`src/core/fnd_pkg.sv`:
```
// Contract
// - Control bits 00 select feedback divider word
// - Nine-bit whole part sets integer division
// - Controller keeps partial numerator within denominator
// - Boost bit forces maximum charge pump current
// - Boost switch selection grounds test pin only while the boost bit is set, else the pin is released and pulled high
// - Control bits 01 select reference divider word
// - Load control bit steers field to resync
// - Three bits choose test output source
// - Short window: 24 good cycles set lock
// - Lock holds until new channel or large error
// - Controller requires 8/9 above 2 GHz
// - Division value respects prescaler minimum
// - Reference divider ratio from 1 to 15
// - Counters set overall feedback division ratio
// - Output equals comparator rate times whole-plus-fraction
// - Denominator applies after later feedback word
// - Long window: 40 good cycles set lock
package fnd_pkg;
    // ==========================================================
    // Serial word layout
    localparam int WORD_W = 24;
    localparam logic [1:0] SEL_FEEDBACK = 2'h0;
    localparam logic [1:0] SEL_REFERENCE = 2'h1;
    localparam int CTL_LSB = 0;
    localparam int BOOST_BIT = 23;
    localparam int WHOLE_LSB = 14;
    localparam int WHOLE_W = 9;
    localparam int PART_LSB = 2;
    localparam int PART_W = 12;
    localparam int LOAD_CTL_BIT = 23;
    localparam int TEST_SEL_LSB = 20;
    localparam int PRESC_BIT = 18;
    localparam int RDIV_LSB = 14;
    localparam int RDIV_W = 4;
    localparam int DEN_LSB = 2;
    // ==========================================================
    // Test output selections
    typedef enum logic [2:0] {
        FND_TO_TRI = 3'b000,
        FND_TO_DLOCK = 3'b001,
        FND_TO_FBDIV = 3'b010,
        FND_TO_HIGH = 3'b011,
        FND_TO_REFDIV = 3'b100,
        FND_TO_ALOCK = 3'b101,
        FND_TO_BOOST = 3'b110,
        FND_TO_LOW = 3'b111
    } fnd_test_sel_e;
    // ==========================================================
    // Lock detect and prescaler limits
    localparam logic [5:0] LOCK_CNT_SHORT = 6'h18;
    localparam logic [5:0] LOCK_CNT_LONG = 6'h28;
    localparam logic [9:0] NMIN_PRESC4 = 10'h01F;
    localparam logic [9:0] NMIN_PRESC8 = 10'h05B;
    localparam logic [3:0] CP_MAX = 4'hF;
    // ==========================================================
    // Host timing and register map
    localparam int SCLK_HALF_NS = 20;
    localparam int CLK_NS = 10;
    localparam int SCLK_HALF_CYC = (SCLK_HALF_NS + CLK_NS - 1) / CLK_NS;
    localparam logic [7:0] OFS_WORD = 8'h00;
    localparam logic [7:0] OFS_STATUS = 8'h04;
    localparam logic [7:0] OFS_IRQ_STAT = 8'h08;
    localparam logic [7:0] OFS_IRQ_MASK = 8'h0C;
    localparam logic [7:0] OFS_CFG = 8'h10;
    localparam int EV_SENT = 0;
    localparam int EV_REFUSED = 1;
    localparam int EV_PIN_RISE = 2;
    localparam logic [2:0] IRQ_RST = 3'h0;
endpackage : fnd_pkg

```
`src/core/fnd_if.sv`:
```
`timescale 1ns/100ps
// ==========================================================
// Three-wire programming link plus the test output pin
interface fnd_if;
    logic sclk; // Serial clock, data taken on its rise
    logic sdata; // Serial data, most significant bit first
    logic latch_en; // Latch strobe, word transfers on its rise
    logic test_out; // Test pin level driven by the device
    logic test_oe; // High while the device drives the pin
    logic test_pin; // Resolved pin, pulled up when undriven
    assign test_pin = test_oe ? test_out : 1'b1;
    modport dev (input sclk, input sdata, input latch_en, output test_out, output test_oe);
    modport host (output sclk, output sdata, output latch_en, input test_pin);
endinterface : fnd_if

```
`src/core/fnd_dev.sv`:
```
// The address map and the strobed register port are this design's own decisions.
`timescale 1ns/100ps
// ==========================================================
// Synthesizer program registers, dividers and lock detect
module fnd_dev (
    input wire logic ref_clk,
    input wire logic nrst,
    fnd_if.dev link,
    input wire logic [3:0] cp_setting,
    input wire logic lock_window_length_bit,
    input wire logic reference_input,
    input wire logic high_freq_input,
    input wire logic pd_cycle,
    input wire logic pd_err_lt15,
    input wire logic pd_err_gt30,
    output logic [3:0] cp_current,
    output logic prescaler_select_bit,
    output logic [8:0] whole_part_value,
    output logic [11:0] denominator_value,
    output logic [11:0] resync_delay,
    output logic ref_div_out,
    output logic fb_div_out,
    output logic digital_lock
);
    // ==========================================================
    // Declarations
    logic sclk_q; // Previous serial clock level
    logic le_q; // Previous latch strobe level
    logic [fnd_pkg::WORD_W-1:0] shift_q; // Assembled serial word
    logic [fnd_pkg::PART_W-1:0] partial_step_numerator; // Fraction numerator
    logic [fnd_pkg::PART_W-1:0] den_pend_q; // Denominator waiting to apply
    logic boost_charge_current; // Boost flag
    logic [2:0] test_sel_q; // Test output selection
    logic [fnd_pkg::RDIV_W-1:0] rdiv_q; // Reference divide ratio
    logic wr_fb; // Feedback word transfer this cycle
    logic wr_ref; // Reference word transfer this cycle
    logic [1:0] ctl; // Control bits of the assembled word
    logic ref_q; // Previous reference level
    logic [3:0] rcnt_q; // Reference edge counter
    logic hf_q; // Previous high frequency level
    logic [9:0] ncnt_q; // Feedback edge counter
    logic [9:0] nlim_q; // Edges in the current feedback cycle
    logic [fnd_pkg::PART_W:0] acc_q; // Fraction accumulator
    logic [fnd_pkg::PART_W:0] acc_sum; // Accumulator plus numerator
    logic carry; // Accumulator overflow
    logic [5:0] lcnt_q; // Good comparator cycles in a row
    logic [5:0] ltarget; // Cycles needed for lock
    logic alock_q; // Last comparator cycle was good
    logic [2:0] sel;

    // ==========================================================
    // Serial shift and word transfer
    assign ctl = shift_q[fnd_pkg::CTL_LSB +: 2];
    assign wr_fb = link.latch_en && !le_q && ctl == fnd_pkg::SEL_FEEDBACK;
    assign wr_ref = link.latch_en && !le_q && ctl == fnd_pkg::SEL_REFERENCE;

    // Edge history of link pins
    always_ff @(posedge ref_clk or negedge nrst) begin
        if (!nrst) begin
            sclk_q <= 1'b0;
            le_q <= 1'b0;
        end else begin
            sclk_q <= link.sclk;
            le_q <= link.latch_en;
        end
    end

    // Shift a bit in on each serial clock rise
    always_ff @(posedge ref_clk or negedge nrst) begin
        if (!nrst) begin
            shift_q <= 24'h000000;
        end else if (link.sclk && !sclk_q) begin
            shift_q <= {shift_q[fnd_pkg::WORD_W-2:0], link.sdata};
        end
    end

    // Feedback divider word fields
    always_ff @(posedge ref_clk or negedge nrst) begin
        if (!nrst) begin
            whole_part_value <= 9'h000;
            partial_step_numerator <= 12'h000;
            boost_charge_current <= 1'b0;
        end else if (wr_fb) begin
            whole_part_value <= shift_q[fnd_pkg::WHOLE_LSB +: fnd_pkg::WHOLE_W];
            partial_step_numerator <= shift_q[fnd_pkg::PART_LSB +: fnd_pkg::PART_W];
            boost_charge_current <= shift_q[fnd_pkg::BOOST_BIT];
        end
    end

    // Reference word fields; load control picks resync or denominator
    always_ff @(posedge ref_clk or negedge nrst) begin
        if (!nrst) begin
            den_pend_q <= 12'h000;
            resync_delay <= 12'h000;
            test_sel_q <= 3'h0;
            prescaler_select_bit <= 1'b0;
            rdiv_q <= 4'h0;
        end else if (wr_ref) begin
            if (shift_q[fnd_pkg::LOAD_CTL_BIT]) begin
                resync_delay <= shift_q[fnd_pkg::DEN_LSB +: fnd_pkg::PART_W];
            end else begin
                den_pend_q <= shift_q[fnd_pkg::DEN_LSB +: fnd_pkg::PART_W];
            end
            test_sel_q <= shift_q[fnd_pkg::TEST_SEL_LSB +: 3];
            prescaler_select_bit <= shift_q[fnd_pkg::PRESC_BIT];
            rdiv_q <= shift_q[fnd_pkg::RDIV_LSB +: fnd_pkg::RDIV_W];
        end
    end

    // Denominator is double buffered behind a feedback word write
    always_ff @(posedge ref_clk or negedge nrst) begin
        if (!nrst) begin
            denominator_value <= 12'h000;
        end else if (wr_fb) begin
            denominator_value <= den_pend_q;
        end
    end

    // Charge pump current, forced to maximum while boosted
    always_ff @(posedge ref_clk or negedge nrst) begin
        if (!nrst) begin
            cp_current <= 4'h0;
        end else begin
            cp_current <= boost_charge_current ? fnd_pkg::CP_MAX : cp_setting;
        end
    end

    // ==========================================================
    // Reference divider: one pulse per R reference rises
    always_ff @(posedge ref_clk or negedge nrst) begin
        if (!nrst) begin
            ref_q <= 1'b0;
            rcnt_q <= 4'h0;
            ref_div_out <= 1'b0;
        end else begin
            ref_q <= reference_input;
            ref_div_out <= 1'b0;
            if (reference_input && !ref_q) begin
                // Ratio 0 is outside the range and acts as 1
                if (rcnt_q + 4'h1 >= rdiv_q) begin
                    rcnt_q <= 4'h0;
                    ref_div_out <= 1'b1;
                end else begin
                    rcnt_q <= rcnt_q + 4'h1;
                end
            end
        end
    end

    // ==========================================================
    // Fractional feedback divider: N or N+1 per cycle
    assign acc_sum = acc_q + {1'b0, partial_step_numerator};
    assign carry = denominator_value != 12'h000 && acc_sum >= {1'b0, denominator_value};

    // Count input rises, end a cycle at the current limit
    always_ff @(posedge ref_clk or negedge nrst) begin
        if (!nrst) begin
            hf_q <= 1'b0;
            ncnt_q <= 10'h000;
            nlim_q <= 10'h000;
            acc_q <= 13'h0000;
            fb_div_out <= 1'b0;
        end else begin
            hf_q <= high_freq_input;
            fb_div_out <= 1'b0;
            if (high_freq_input && !hf_q) begin
                if (ncnt_q + 10'h001 >= nlim_q) begin
                    ncnt_q <= 10'h000;
                    fb_div_out <= 1'b1;
                    acc_q <= carry ? acc_sum - {1'b0, denominator_value} : acc_sum;
                    nlim_q <= {1'b0, whole_part_value} + {9'h000, carry};
                end else begin
                    ncnt_q <= ncnt_q + 10'h001;
                end
            end
        end
    end

    // ==========================================================
    // Digital lock detect
    assign ltarget = lock_window_length_bit ? fnd_pkg::LOCK_CNT_LONG : fnd_pkg::LOCK_CNT_SHORT;

    // Count good comparator cycles; large error or new channel drops lock
    always_ff @(posedge ref_clk or negedge nrst) begin
        if (!nrst) begin
            lcnt_q <= 6'h00;
            digital_lock <= 1'b0;
            alock_q <= 1'b0;
        end else if (wr_fb) begin
            lcnt_q <= 6'h00;
            digital_lock <= 1'b0;
        end else if (pd_cycle) begin
            alock_q <= pd_err_lt15;
            if (pd_err_gt30) begin
                lcnt_q <= 6'h00;
                digital_lock <= 1'b0;
            end else if (pd_err_lt15) begin
                if (lcnt_q + 6'h01 >= ltarget) begin
                    digital_lock <= 1'b1;
                end else begin
                    lcnt_q <= lcnt_q + 6'h01;
                end
            end else begin
                lcnt_q <= 6'h00;
            end
        end
    end

    // ==========================================================
    // Test output multiplexer, registered
    assign sel = test_sel_q;

    always_ff @(posedge ref_clk or negedge nrst) begin
        if (!nrst) begin
            link.test_out <= 1'b0;
            link.test_oe <= 1'b0;
        end else begin
            case (sel)
                fnd_pkg::FND_TO_TRI: begin
                    link.test_out <= 1'b0;
                    link.test_oe <= 1'b0;
                end
                fnd_pkg::FND_TO_DLOCK: begin
                    link.test_out <= digital_lock;
                    link.test_oe <= 1'b1;
                end
                fnd_pkg::FND_TO_FBDIV: begin
                    link.test_out <= fb_div_out;
                    link.test_oe <= 1'b1;
                end
                fnd_pkg::FND_TO_HIGH: begin
                    link.test_out <= 1'b1;
                    link.test_oe <= 1'b1;
                end
                fnd_pkg::FND_TO_REFDIV: begin
                    link.test_out <= ref_div_out;
                    link.test_oe <= 1'b1;
                end
                fnd_pkg::FND_TO_ALOCK: begin
                    link.test_out <= alock_q;
                    link.test_oe <= 1'b1;
                end
                fnd_pkg::FND_TO_BOOST: begin
                    link.test_out <= 1'b0;
                    link.test_oe <= boost_charge_current;
                end
                default: begin
                    link.test_out <= 1'b0;
                    link.test_oe <= 1'b1;
                end
            endcase
        end
    end
endmodule : fnd_dev

```
`src/flat_wrapper.sv`:
```
// flat-port wrapper written by rule: the top's interface ports become plain ports
module fnd_dev_flat 
  (ref_clk, nrst, cp_setting, lock_window_length_bit, reference_input, high_freq_input, pd_cycle, pd_err_lt15, pd_err_gt30, cp_current, prescaler_select_bit, whole_part_value, denominator_value, resync_delay, ref_div_out, fb_div_out, digital_lock, link_sclk, link_sdata, link_latch_en, link_test_out, link_test_oe);
  fnd_if link_i ();
  input wire logic ref_clk;
  input wire logic nrst;
  input wire logic [3:0] cp_setting;
  input wire logic lock_window_length_bit;
  input wire logic reference_input;
  input wire logic high_freq_input;
  input wire logic pd_cycle;
  input wire logic pd_err_lt15;
  input wire logic pd_err_gt30;
  output logic [3:0] cp_current;
  output logic prescaler_select_bit;
  output logic [8:0] whole_part_value;
  output logic [11:0] denominator_value;
  output logic [11:0] resync_delay;
  output logic ref_div_out;
  output logic fb_div_out;
  output logic digital_lock;
  input wire logic [$bits(link_i.sclk)-1:0] link_sclk;
  input wire logic [$bits(link_i.sdata)-1:0] link_sdata;
  input wire logic [$bits(link_i.latch_en)-1:0] link_latch_en;
  output wire logic [$bits(link_i.test_out)-1:0] link_test_out;
  output wire logic [$bits(link_i.test_oe)-1:0] link_test_oe;
  assign link_i.sclk = link_sclk;
  assign link_i.sdata = link_sdata;
  assign link_i.latch_en = link_latch_en;
  assign link_test_out = link_i.test_out;
  assign link_test_oe = link_i.test_oe;
  fnd_dev u_core (.ref_clk(ref_clk), .nrst(nrst), .link(link_i), .cp_setting(cp_setting), .lock_window_length_bit(lock_window_length_bit), .reference_input(reference_input), .high_freq_input(high_freq_input), .pd_cycle(pd_cycle), .pd_err_lt15(pd_err_lt15), .pd_err_gt30(pd_err_gt30), .cp_current(cp_current), .prescaler_select_bit(prescaler_select_bit), .whole_part_value(whole_part_value), .denominator_value(denominator_value), .resync_delay(resync_delay), .ref_div_out(ref_div_out), .fb_div_out(fb_div_out), .digital_lock(digital_lock));
endmodule
```
`config.mk`:
```
export PLATFORM = sky130hd
export DESIGN_NAME = fnd_dev_flat
export DESIGN_NICKNAME = d
export VERILOG_FILES = /design/src/core/fnd_pkg.sv /design/src/core/fnd_if.sv /design/src/core/fnd_dev.sv /design/src/flat_wrapper.sv
export SDC_FILE = /design/constraint.sdc
export NUM_CORES = 1
export LEC_CHECK = 0
export BUFFER_PORTS_ARGS = -buffer_cell sky130_fd_sc_hd__buf_2
export CAP_MARGIN = 20
export CORE_ASPECT_RATIO = 0.75
export CORE_MARGIN = 4
export CORE_UTILIZATION = 40
export DETAILED_ROUTE_END_ITERATION = 6
export SETUP_SLACK_MARGIN = 0.5
export SYNTH_ARGS = -nofsm -noshare
export SYNTH_HDL_FRONTEND = slang
export SYNTH_SLANG_ARGS = --single-unit
```
`constraint.sdc`:
```
create_clock -name ref_clk -period 5.9 [get_ports ref_clk]
set_input_delay 0.59 -clock ref_clk [delete_from_list [all_inputs] [get_ports ref_clk]]
set_output_delay 0.59 -clock ref_clk [all_outputs]
set_load 0.01 [all_outputs]
```
==> summary.txt <==
Placement
  – Pre-CTS WS: 1.369 ns
  – Port bufs: 57
  – Gp weighted congestion: about 0.83
  – Placed cell count: 1062
  – DP HPWL: 12100 um

Critical path
  – CP startpoint kind: flip-flop
  – Critical path peak fanout: 14
  – Reg-to-Reg End: u_core.nlim_q[8]
  – CP arrival: about 4.9 ns
  – Crit path launch: u_core.acc_q[3]
  – End of the critical path: u_core.nlim_q[8]
  – CP Class: reg2reg
  – Worst setup EP type: flip-flop
  – R2r setup slk: between 1 and 1.5 ns
  – Depth of the worst register-to-register path: 20
  – WP data required: 6.20 ns
  – RR Startpoint: u_core.acc_q[3]

Logic synthesis
  – Synthesized cell area: roughly 0.0079 mm2
  – Post-Syn Instances: about 780
  – Count leader, synth: dfrtp_1
  – Mean post-synth cell area: just over 10 um2
  – FFs w/ async S/R, synth: 1.000
  – Number of synthesized flops with an enable pin: 0
  – Ys flop type: dfrtp_1
  – Post-synthesis sequential area ratio: 0.4685
  – Synth area leader: dfrtp_1
  – Yosys reg bits: between 100 and 150
  – Synth area leaders: dfrtp_1 (47%), mux2_2 (8.0%), ha_1 (7.3%), nand2_1 (6.5%), o21ai_0 (3.3%)
  – Post-Syn Nets: roughly 840
  – Post-synth cell types: 63
  – Post-synth top area share: 0.4685
  – YS warnings: 0
  – Most instantiated cells after synthesis: dfrtp_1 (147), nand2_1 (137), mux2_2 (56)

Power
  – Psw: roughly 1.6 mW
  – Reg power frac: 0.336
  – Clk network pwr share: 0.274
  – Maximum vdd ir drop: about 190 uV
  – Switching Fraction: 0.3909
  – PwrDens: approximately 460 mW/mm2
  – Power Total: about 4.1 mW
  – Comb power frac: 0.390
  – Internal Power: 2.502 mW
  – Lkg Pwr: ~4.5 nW

Layout
  – Final Non-Filler Cells: 1095
  – Filler Cells Inserted: approximately 1800
  – Area grow syn2layout: 14.80%
  – Layout Utilization: 0.4665
  – ANT cells: 0
  – Share of layout cells above drive strength 1: 0.2067
  – Fin nets: a little under 900

Timing
  – Setup Skew: ~0.020 ns
  – Setup ws final: approximately 1.3 ns
  – Slew Viols, Final: 0
  – FMAX: 218.4 MHz
  – Final setup viols: 0
  – Hold Violations, Final: 0
  – RSZ-0062 raised after global routing: no
  – Slew margin rel.: 0.2670
  – Worst-margin pin slew: 1.097 ns
  – Setup_tns: 0 ns
  – Tmin final: 4.580 ns
  – Final Cycle Share: 0.7762

Route
  – Via count: about 5700
  – Residual DRC: 0
  – Post-Route WL: 17280 um
  – Drt pass-1 iters: 7
  – Routed WL per cell: about 16 um
  – DRT iter0 DRCs: 474
  – Antenna-violating nets left: 0
  – Via/cell ratio: around 5.2

Global route
  – First-pass GRT wire length: ~29000 um
  – Vias in the first global route: 5384
  – All-Layer GR Usage: 0.1654
  – Initial antenna violation count: 0
  – Largest net degree at the start of global routing: 80
  – GRT Residual Overflow: 0

Clock tree
  – Sink Count: between 100 and 150
  – CTS buffer count: 17
  – Latest clock arrival within the worst-skew pair: 0.44 ns
  – Hold_buf cts: 0
  – H-tree depth: 4
  – Bufs on Longest Clock Path: 2
  – Root Driver: clkbuf_16
  – CTS tree: built
  – # resized after CTS: 0
  – Post-CTS setup buffer count: 0
  – CTS clk-pin slew, worst paths: about 0.080 ns

Floorplan
  – Die H: between 100 and 150 um
  – Die W: around 170 um
  – Initial Util: 0.4064
  – Die area: between 0.02 and 0.025 mm2
  – Core Rows: 44
  – I/O pin cnt: 58
  – Total core area: 0.01932 mm2

Job
  – Max-Cap Viols: 0

Run status
  – Status: completed

Worst hold path
  – Worst min path class: in2async
-- area by class of cell --
class	count	area (um2)	area share
multi-input cells	555	3871	0.4294
flip-flops and latches	147	3679	0.4081
clock buffers	17	425.4	0.04719
repair buffers	63	349.1	0.03872
well taps	253	316.6	0.03511
clock inverters	15	205.2	0.02276
inverters	45	168.9	0.01874
-- cells by family after synthesis --
kind of cell             synth area share
buffers and inverters             0.03983
XOR/XNOR                          0.03904
adder cells (fa/ha/maj)           0.07839
AO/OA/AOI/OAI                      0.1358
AND/OR/NAND/NOR                    0.1518
multiplexers                      0.08668
flip-flops                         0.4685
-- stage by stage --
stage               hold WS, ns  instance area [um2]
floorplan                0.2944                 7853
global placement         0.4519                 8364
detailed placement       0.4651                 8364
CTS                      0.2310                 8995
global route             0.2569                 9015
finish                   0.2009                 9015
-- worst min path at each step --
stage,start,end,slack (ns),cells after the start
2_1_floorplan,nrst,u_core.acc_q[0],0.29,0
3_3_place_gp,u_core.den_pend_q[0],u_core.denominator_value[0],0.45,2
3_5_place_dp,u_core.den_pend_q[0],u_core.denominator_value[0],0.47,2
4_1_cts,nrst,u_core.acc_q[10],0.23,1
5_1_grt,link_sclk,u_core.sclk_q,0.26,1
6_report,nrst,u_core.shift_q[10],0.20,1
-- cells in the final DEF (no fill, tap or decap), types with 8 or more instances in the layout --
| master | synthesis | final |
|---|---|---|
| a21o_1 | 8 | 8 |
| a21oi_1 | 18 | 18 |
| a31oi_1 | 12 | 12 |
| and3_1 | 12 | 12 |
| buf_2 | 4 | 56 |
| clkbuf_16 | 0 | 17 |
| dfrtp_1 | 147 | 147 |
| ha_1 | 46 | 46 |
| inv_1 | 45 | 45 |
| mux2_2 | 56 | 56 |
| nand2_1 | 137 | 137 |
| nand2b_1 | 11 | 11 |
| nand3_1 | 16 | 16 |
| nand4_1 | 11 | 11 |
| nor2_1 | 34 | 33 |
| o21ai_0 | 51 | 51 |
| o31ai_1 | 15 | 15 |
| xnor2_1 | 22 | 22 |
| xor2_1 | 13 | 13 |
-- power by group through the flow --
| stage | clock (mW) | combinational (mW) | sequential [mW] |
|---|---|---|---|
| final | 1.12 | 1.60 | 1.38 |
| after global routing | 1.20 | 1.79 | 1.41 |
| after CTS | 1.15 | 1.59 | 1.38 |
| after detailed placement | 0 | 1.58 | 1.40 |
| after global placement | 0 | 1.57 | 1.40 |
| after floorplan | 0 | 1.22 | 1.35 |
-- flip-flops by register name (all words and copies together), names as in the netlist, 3 cells and up --
name and count:
u_core.denominator_value 12, u_core.acc_q 13, u_core.rdiv_q 4, u_core.resync_delay 12, u_core.rcnt_q 4, u_core.lcnt_q 6
u_core.ncnt_q 10, u_core.den_pend_q 12, u_core.partial_step_numerator 12, u_core.sel 3, u_core.shift_q 24, u_core.whole_part_value 9
u_core.nlim_q 10, u_core.cp_current 4
-- metal layers --
metal | wire [um] | global-route usage | share of wire
met1 | 9125 | 0.2564 | 0.53
met2 | 7133 | 0.2288 | 0.41
met3 | 811 | 0.04117 | 0.047
met4 | 208 | 0.04449 | 0.012
met5 | 0 | 0 | 0
-- critical path, stage by stage, from the launching register on --
cell and delay, ns:
dfrtp_1 0.38, ha_1 0.36, and3_2 0.23, a211o_1 0.31, o22ai_1 0.26, o21bai_1 0.12
xor2_1 0.17, ha_1 0.45, nand3_1 0.24, nor3b_1 0.31, a21oi_1 0.17, nand2_1 0.14
a211oi_2 0.05, buf_4 0.21, nor3_1 0.21, ha_1 0.22, ha_1 0.23, nand4_1 0.12
xnor2_1 0.14, nand2_1 0.06, o21ai_0 0.07
Note: power is estimated with default switching activity, not from simulation.
